[config.mk]
export PLATFORM = sky130hd
export DESIGN_NAME = sram_ctl
export DESIGN_NICKNAME = d
export VERILOG_FILES = /design/src/sram_ctl_pkg.sv /design/src/pin_bus_if.sv /design/src/pin_regs.sv /design/src/sram_ctl.sv
export SDC_FILE = /design/constraint.sdc
export NUM_CORES = 1
export LEC_CHECK = 0
export BUFFER_PORTS_ARGS = -buffer_cell sky130_fd_sc_hd__clkbuf_2
export CORE_MARGIN = 2
export CORE_UTILIZATION = 56
export CTS_BUF_LIST = sky130_fd_sc_hd__clkbuf_4
export CTS_CLUSTER_SIZE = 14
export DETAILED_ROUTE_END_ITERATION = 12
export PLACE_DENSITY_LB_ADDON = 0.12
export SYNTH_ARGS = -nofsm -noshare
export SYNTH_HDL_FRONTEND = slang
export SYNTH_SLANG_ARGS = --single-unit
[constraint.sdc]
create_clock -name clk_in -period 3.88 [get_ports clk_in]
set_clock_uncertainty 0.1 [all_clocks]
set_input_delay 0.776 -clock clk_in [delete_from_list [all_inputs] [get_ports clk_in]]
set_output_delay 0.776 -clock clk_in [all_outputs]
set_load 0.005 [all_outputs]
[src/sram_ctl_pkg.sv]
// Package for the 64K x 1 asynchronous static memory controller.
// Assumes a 50 MHz system clock; all pin timing derives from it.
package sram_ctl_pkg;

	localparam int ADDR_W      = 16;
	localparam int CLK_PERIOD_NS = 20;

	// Pin timing of the memory, in nanoseconds.
	localparam int ACCESS_NS          = 20;
	localparam int CYCLE_NS           = 20;
	localparam int WRITE_STROBE_NS    = 17;
	localparam int SELECT_TO_END_NS   = 12;
	localparam int ADDR_TO_END_NS     = 17;
	localparam int WRITE_DATA_SETUP_NS = 13;

	// Least times round up to whole clock cycles.
	localparam int ACCESS_CYC =
		(ACCESS_NS + CLK_PERIOD_NS - 1) / CLK_PERIOD_NS;
	localparam int WRITE_CYC_A =
		(WRITE_STROBE_NS + CLK_PERIOD_NS - 1) / CLK_PERIOD_NS;
	localparam int WRITE_CYC_B =
		(ADDR_TO_END_NS + CLK_PERIOD_NS - 1) / CLK_PERIOD_NS;
	localparam int WRITE_CYC = (WRITE_CYC_A > WRITE_CYC_B) ?
		WRITE_CYC_A : WRITE_CYC_B;
	localparam int GAP_CYC =
		(CYCLE_NS + CLK_PERIOD_NS - 1) / CLK_PERIOD_NS;

	localparam logic [1:0] CNT_RESET = 2'h0;

	typedef enum logic [2:0] {
		ST_IDLE  = 3'b000,
		ST_RSET  = 3'b001,
		ST_READ  = 3'b010,
		ST_WSET  = 3'b011,
		ST_WRITE = 3'b100,
		ST_GAP   = 3'b101
	} state_t;

endpackage

[src/pin_bus_if.sv]
// Interface carrying the memory pin group between the controller and its
// pin register stage. Assumes one clock domain.
`timescale 1ns/10ps
interface pin_bus_if;
	logic [15:0] addr;
	logic        select_n;
	logic        write_n;
	logic        wdata;

	modport src (output addr, output select_n, output write_n,
		output wdata);
	modport dst (input addr, input select_n, input write_n, input wdata);
endinterface

[src/pin_regs.sv]
// Output flip-flops for the memory pins, so every pin comes glitch free.
// Assumes the memory sees pins one clock after the controller decides.
`timescale 1ns/10ps
module pin_regs
	import sram_ctl_pkg::*;
(
	input  wire logic              clk_in,
	input  wire logic              sys_rst_in,
	pin_bus_if.dst                 pins,
	output logic      [ADDR_W-1:0] mem_addr_out,
	output logic                   mem_select_n_out,
	output logic                   mem_write_n_out,
	output logic                   mem_wdata_out
);

	// Reset parks the memory deselected, so it sits in standby.
	always_ff @(posedge clk_in or posedge sys_rst_in) begin
		if (sys_rst_in) begin
			mem_addr_out     <= '0;
			mem_select_n_out <= 1'b1;
			mem_write_n_out  <= 1'b1;
			mem_wdata_out    <= 1'b0;
		end else begin
			mem_addr_out     <= pins.addr;
			mem_select_n_out <= pins.select_n;
			mem_write_n_out  <= pins.write_n;
			mem_wdata_out    <= pins.wdata;
		end
	end

endmodule

[src/sram_ctl.sv]
// Host controller for a 64K x 1 asynchronous static memory with split
// data-in and data-out pins. A user issues one read or write at a time.
// Assumes the memory pins are wired directly and rdata input is synchronous.
//
// Notes on behaviour
// - Read: select low, write strobe high
// - Select low 12 ns before write end
// - Address valid at write start
// - Address stable 17 ns before write end
// - Address held until write has ended
// - Write strobe low 17 ns minimum
// - Data setup 13 ns, zero hold
// - Retention needs select held high
// - Write is overlap; first rise ends it
// - Select or strobe high while address moves
`timescale 1ns/10ps
module sram_ctl
	import sram_ctl_pkg::*;
(
	input  wire logic              clk_in,
	input  wire logic              sys_rst_in,
	input  wire logic              req_valid_in,
	input  wire logic              req_write_in,
	input  wire logic [ADDR_W-1:0] req_addr_in,
	input  wire logic              req_wdata_in,
	output logic                   req_ready_out,
	output logic                   rsp_valid_out,
	output logic                   rsp_rdata_out,
	output logic      [ADDR_W-1:0] mem_addr_out,
	output logic                   mem_select_n_out,
	output logic                   mem_write_n_out,
	output logic                   mem_wdata_out,
	input  wire logic              mem_rdata_in
);

	// ****************************************************************
	// State and request capture
	// ****************************************************************

	state_t            state_q;
	logic        [1:0] cnt_q;
	logic [ADDR_W-1:0] addr_q;
	logic              wdata_q;
	logic              is_write_q;
	logic              step_done;

	pin_bus_if pins ();

	function automatic logic cnt_done(input logic [1:0] cnt,
		input int limit);
		cnt_done = (32'(cnt) + 1 >= limit);
	endfunction

	assign req_ready_out = (state_q == ST_IDLE);

	// The address and data are latched once and held for the whole cycle,
	// so nothing moves while select and strobe are both low.
	// address first
	always_ff @(posedge clk_in or posedge sys_rst_in) begin
		if (sys_rst_in) begin
			addr_q     <= '0;
			wdata_q    <= 1'b0;
			is_write_q <= 1'b0;
		end else if (req_valid_in && req_ready_out) begin
			addr_q     <= req_addr_in;
			wdata_q    <= req_wdata_in;
			is_write_q <= req_write_in;
		end
	end

	// ****************************************************************
	// Sequencer
	// ****************************************************************

	// A setup state puts address and data out with both strobes high
	// for one cycle before any strobe falls, which also keeps the address
	// steady around every strobe edge.
	// address moves deselected
	always_ff @(posedge clk_in or posedge sys_rst_in) begin
		if (sys_rst_in) begin
			state_q <= ST_IDLE;
		end else begin
			unique case (state_q)
				ST_IDLE: begin
					if (req_valid_in) begin
						state_q <= req_write_in ? ST_WSET : ST_RSET;
					end
				end
				ST_RSET: begin
					state_q <= ST_READ;
				end
				ST_READ: begin
					if (step_done) begin
						state_q <= ST_GAP;
					end
				end
				ST_WSET: begin
					state_q <= ST_WRITE;
				end
				ST_WRITE: begin
					if (step_done) begin
						state_q <= ST_GAP;
					end
				end
				ST_GAP: begin
					if (step_done) begin
						state_q <= ST_IDLE;
					end
				end
				default: begin
					state_q <= ST_IDLE;
				end
			endcase
		end
	end

	// ****************************************************************
	// Step timing
	// ****************************************************************

	// Timed states end when their count reaches the least number of
	// cycles, READ one cycle more for the pin lag; every other state but IDLE lasts a single cycle.
	always_comb begin
		step_done = 1'b1;
		unique case (state_q)
			ST_READ:  step_done = cnt_done(cnt_q, ACCESS_CYC + 1);
			ST_WRITE: step_done = cnt_done(cnt_q, WRITE_CYC);
			ST_GAP:   step_done = cnt_done(cnt_q, GAP_CYC);
			default:  step_done = 1'b1;
		endcase
	end

	// Two bits cover every limit at this clock; a slower speed grade or a
	// faster clock needs a wider counter, or the counts would wrap.
	always_ff @(posedge clk_in or posedge sys_rst_in) begin
		if (sys_rst_in) begin
			cnt_q <= CNT_RESET;
		end else if (step_done) begin
			cnt_q <= CNT_RESET;
		end else begin
			cnt_q <= cnt_q + 2'h1;
		end
	end

	// ****************************************************************
	// Pin drive
	// ****************************************************************

	assign pins.addr  = addr_q;
	assign pins.wdata = wdata_q;
	assign pins.select_n = !(state_q == ST_READ || state_q == ST_WRITE);
	assign pins.write_n = !(state_q == ST_WRITE);

	// Both strobes rise on the same edge, so the write ends cleanly and
	// the address is changed only in a later cycle with select high.
	// address hold
	pin_regs u_pin_regs (
		.clk_in           (clk_in),
		.sys_rst_in       (sys_rst_in),
		.pins             (pins),
		.mem_addr_out     (mem_addr_out),
		.mem_select_n_out (mem_select_n_out),
		.mem_write_n_out  (mem_write_n_out),
		.mem_wdata_out    (mem_wdata_out)
	);

	// ****************************************************************
	// Read return
	// ****************************************************************

	// The pins lag the state by one cycle, so the last READ cycle sits a
	// full access time after select fell at the memory.
	// read sample
	always_ff @(posedge clk_in or posedge sys_rst_in) begin
		if (sys_rst_in) begin
			rsp_valid_out <= 1'b0;
		end else begin
			rsp_valid_out <= (state_q == ST_READ) && step_done;
		end
	end

	// The bit stays until the next read, so a slow user can still take
	// it after the one-cycle valid pulse has gone.
	// data after access
	always_ff @(posedge clk_in or posedge sys_rst_in) begin
		if (sys_rst_in) begin
			rsp_rdata_out <= 1'b0;
		end else if ((state_q == ST_READ) && step_done) begin
			rsp_rdata_out <= mem_rdata_in;
		end
	end

endmodule

Yosys cells after proc, flatten, opt, wreduce, memory -nomap -nowiden:

Index checks and enable logic that the tools add are counted.

* bits in registers: 43
* output and inout bits: 22
* word-level logic and storage cells: 38

* add/sub/neg operators: 2
* order comparisons: 2
* equal/unequal tests: 8
* multiplexer cells: 7
* reductions and logical operators: 9

Operators by type and width (count)
* 32-bit by 2-bit greater-or-equal comparator with 1-bit output (second input constant): 1
* 3-bit one-hot mux with 5 select lines: 1
* 3-bit two-way mux: 3
* 3-bit by 2-bit == test with 1-bit output (second input constant): 2
* 3-bit == test (second input constant): 2
* 2-bit two-way mux: 2
* 2-bit inequality test (second input constant): 2
* 2-bit OR reduction: 2
* 2-bit by 1-bit adder with 3-bit output (second input constant): 1
* 3-bit by 1-bit == test with 1-bit output (second input constant): 1
* 3-bit by 1-bit greater-or-equal comparator with 1-bit output (second input constant): 1
* 3-bit zero test: 1
* 3-bit AND reduction: 1
* 2-bit by 1-bit adder with 2-bit output (second input constant): 1
* 1-bit logical AND: 2
* 1-bit zero test: 2
* 2-bit by 1-bit inequality test with 1-bit output (second input constant): 1
* 1-bit one-hot mux with 2 select lines: 1
* 1-bit logical OR: 1

Logic depth before layout (Yosys ltp):

* word-level depth: 5
* gate-level depth with buffers: 4
* gate-level depth less buffers: 4

Hierarchy:

Synthesis repeated with hierarchy kept, for this count alone.

* cells, all modules: 89
* area, all modules: 1491.4 um2

By module, submodules not included
* sram_ctl: times used 1, cells each 69, area an instance 1009.7 um2
* pin_regs: times used 1, cells each 20, area an instance 481.7 um2

Least setup slack after synthesis:

Ideal clock, no wire load.

* kind: in2reg
* start point: input req_valid_in
* end point: register addr_q[0]
* setup time: 0.125 ns
* data arrival time: 1.689 ns
* required time: 3.655 ns
* slack: 1.967 ns
* stages: 3
* path buffers: 1
* cells stage by stage: nor4b_4 buf_6 mux2_2

* longest elaborated chain between the ends: 1

RTL lines
* start, declared: RTL line sram_ctl.sv:22 `input wire logic req_valid_in,`
* 1-bit logical AND: RTL line sram_ctl.sv:64 `end else if (req_valid_in && req_ready_out) begin`
* end signal, assigned: RTL line sram_ctl.sv:65 `addr_q <= req_addr_in;`
* end, declared: RTL line sram_ctl.sv:42 `logic [ADDR_W-1:0] addr_q;`

Every way passes these cells.
A chain may end at the register's enable or synchronous reset.

Final worst setup path:

* start point: register state_q[2]
* end point: register addr_q[5]

* longest elaborated chain between the ends: 2

RTL lines
* start, declared: RTL line sram_ctl.sv:40 `state_t state_q;`
* start signal, assigned: RTL line sram_ctl.sv:86 `state_q <= req_write_in ? ST_WSET : ST_RSET;`
* 3-bit zero test: RTL line sram_ctl.sv:54 `assign req_ready_out = (state_q == ST_IDLE);`
* 1-bit logical AND: RTL line sram_ctl.sv:64

Every way passes these cells.

==> results.toml <==
[pwr]
ir_drop_uv = 523
power_w = 0.00137
p_leak_nw = 0.858
power-per-cell-area_nw_per_um2 = 770

[worst_setup_path]
crit_family = "simple AND/OR/NAND/NOR gates"
worst-path-buf-inv = 0
required_ns = 4.01
crit_type = "flip-flop to flip-flop"
arrival_ns = 2.28
r2r-end = "addr_q[5]$_DFFE_PP0P_"
r2r_start = "state_q[2]$_DFFE_PP0P_"
crit_fanout = 17
start_kind = "flip-flop"
worstSetupEndpointType = "flip-flop"
ff2ff_path_depth = 2
path_cells = "nor4b_4 -> mux2_2"
slowest_stage = "nor4b_4"
rrSetupSlack_ns = 1.74
timing.critical_path.slowest_cell_delay_ns = 0.98

[cells_and_area]
multi_input_area_sq_um = 358
fillers = 171
regArea_sq_um = 1080
drive_above_1_share = 0.551
nNetsFinal = 159
diodes = 0
area_growth_pct = 19.2

[min_path]
holdPathEnd = "u_pin_regs.mem_addr_out[11]$_DFF_PP0_"
holdCritPathClass = "flip-flop to flip-flop"
min-delay-start = "addr_q[11]$_DFFE_PP0P_"
min_path_cells = 0

[floorplan]
die_h_um = 55.5
die_x_um = 55.5
io_pins = 44
die-area_sq_um = 3080
floorplan.initialDensity = 0.595
rows = 18
core-area_sq_um = 2500

[global_route]
grt_pass1_wl_mm = 3.72
gr-total-overflow = 0
antenna_found_initial = 0
grt_max_degree = 44
grt_pass1_vias = 857
track_usage = 0.160

[yosys]
synthDistinctLibCells = 20
synth_ff_type = "dfrtp_1"
synthArstFlopShare = 1.00
syn_avg_cell_area_sq_um = 16.9
synthTopCellsByCount = "dfrtp_1, mux2_2, inv_1"
ys_ff_latch = 43
synthesis.area_sq_um = 1490
synth_top_area_frac = 0.690
synth-seq-area-share = 0.725
syn_inst = 88
yosysTopAreaCell = "dfrtp_1"
synth_warnings = 0
synth.most_common_cell = "dfrtp_1"
synth-edff-count = 0
synth_area_leaders = "dfrtp_1, mux2_2, dfstp_2"
syn-num-nets = 112

[clock_tree]
cts-htree-levels = 2
post_cts.repair.setup_buffers = 0
clock_latency_ns = 0.33
postCtsHoldBufs = 0
cts_sinks = 43
cts_made_buffers = 5
cts_root_buffer = "clkbuf_4"
cts_tree = "done"
path_clk_slew_ns = 0.11
ctsResizeCount = 0
cts_buffer_depth = 2

[detailed_routing]
via_per_inst = 4.92
route.detailed.drc = 0
drt_iter0_drc = 8
antenna_left = 0
first_pass_iters = 4
avgRoutedWirePerCell_um = 13.1
wirelength_mm = 2.18
dr_total_vias = 816

[timing]
fin_setup_tns_ns = 0
max_freq_ghz = 0.466
finalHoldViolations = 0
setup_viol = 0
worst_pin_slew_ns = 1.06
maxSlewHeadroom = 0.287
slew_violations = 0
rsz0062_at_grt = "no"
finalCritPeriodShare = 0.553
hold_slack_ns = 0.282
fin_ws_ns = 1.74
min_period_ns = 2.14

[status]
outcome = "finished, final reports clean"

[placement]
dp_slack_ns = 1.41
gp_congestion = 0.682
io_buffers = 43
dpl.hpwl_mm = 1.57

[job]
cap_violations = 0
==> cells in the final DEF (no fill, tap or decap) <==
cell,count
clkinvlp_4,1
a211oi_1,2
or3b_2,2
clkbuf_4,6
nor3_1,1
nor4b_1,1
xor2_1,1
clkbuf_2,43
nor2b_1,1
a21oi_1,1
buf_4,1
o31ai_1,1
mux2_2,18
nor4_1,2
ha_1,2
inv_1,4
dfrtp_1,41
nand2b_1,2
dfstp_2,2
clkinv_2,1
clkinv_1,1
nor4b_4,1
o21bai_1,1
==> report_power, final <==
part           switching, W  total [W]  internal, W
clock network      0.000131   0.000208    0.0000770
logic              0.000149   0.000374     0.000225
registers          0.000117   0.000783     0.000666
total              0.000397    0.00137     0.000968
==> metal layers <==
layer / GRT usage / routed length, um / up-vias
met4: 0.0627 / 15 / 0
met2: 0.260 / 1110 / 32
met1: 0.190 / 887 / 392
li1: - / - / 390
met3: 0.0632 / 164 / 2
met5: 0 / 0 / -
==> worst reg2reg max path: stages, from the launching register on <==
cell     delay, ns
dfrtp_1       0.53
nor4b_4       0.99
mux2_2        0.43
==> registers in the layout, indices dropped and copies added (netlist names) <==
register / count
addr_q: 16
u_pin_regs.mem_addr_out: 16
state_q: 3
cnt_q: 2
pins.wdata: 1
rsp_rdata_out: 1
rsp_valid_out: 1
u_pin_regs.mem_select_n_out: 1
u_pin_regs.mem_wdata_out: 1
u_pin_regs.mem_write_n_out: 1
==> stage by stage <==
step                instance area [sq um]  std cells  utilization
CTS                                  1770        166        0.709
detailed placement                   1720        158        0.686
floorplan                            1490         88            -
global placement                     1720        158        0.686
global route                         1770        166        0.709
finish                               1770        166        0.709
==> layout make-up <==
cell class / count / share of cell area
inverter: 5 / 0.0106
clock inverter: 2 / 0.00706
clock buffer: 6 / 0.0254
timing repair buffer: 44 / 0.126
sequential: 43 / 0.608
tap: 30 / 0.0212
multi-input combinational: 36 / 0.202
==> cells by family (layout without fill, tap and decap cells) <==
group / Yosys count / count (layout) / synth area share
AO/OA/AOI/OAI: 5 / 5 / 0.0235
AND/OR/NAND/NOR: 10 / 10 / 0.0580
flip-flops: 43 / 43 / 0.725
adder cells (fa/ha/maj): 2 / 2 / 0.0168
multiplexers: 18 / 18 / 0.136
buffers and inverters: 9 / 57 / 0.0345
XOR/XNOR: 1 / 1 / 0.00589
==> worst max path at each step <==
| stage | end | cells past startpoint | from | slack [ns] |
|---|---|---|---|---|
| after floorplan | addr_q[0]$_DFFE_PP0P_ | 3 | req_valid_in | 1.97 |
| after global placement | addr_q[2]$_DFFE_PP0P_ | 3 | req_valid_in | 1.48 |
| after detailed placement | addr_q[3]$_DFFE_PP0P_ | 3 | req_valid_in | 1.41 |
| after CTS | addr_q[3]$_DFFE_PP0P_ | 2 | state_q[2]$_DFFE_PP0P_ | 1.66 |
| after global routing | addr_q[3]$_DFFE_PP0P_ | 2 | state_q[2]$_DFFE_PP0P_ | 1.59 |
| final | addr_q[5]$_DFFE_PP0P_ | 2 | state_q[2]$_DFFE_PP0P_ | 1.74 |
Power figures use the tool's default switching activity.
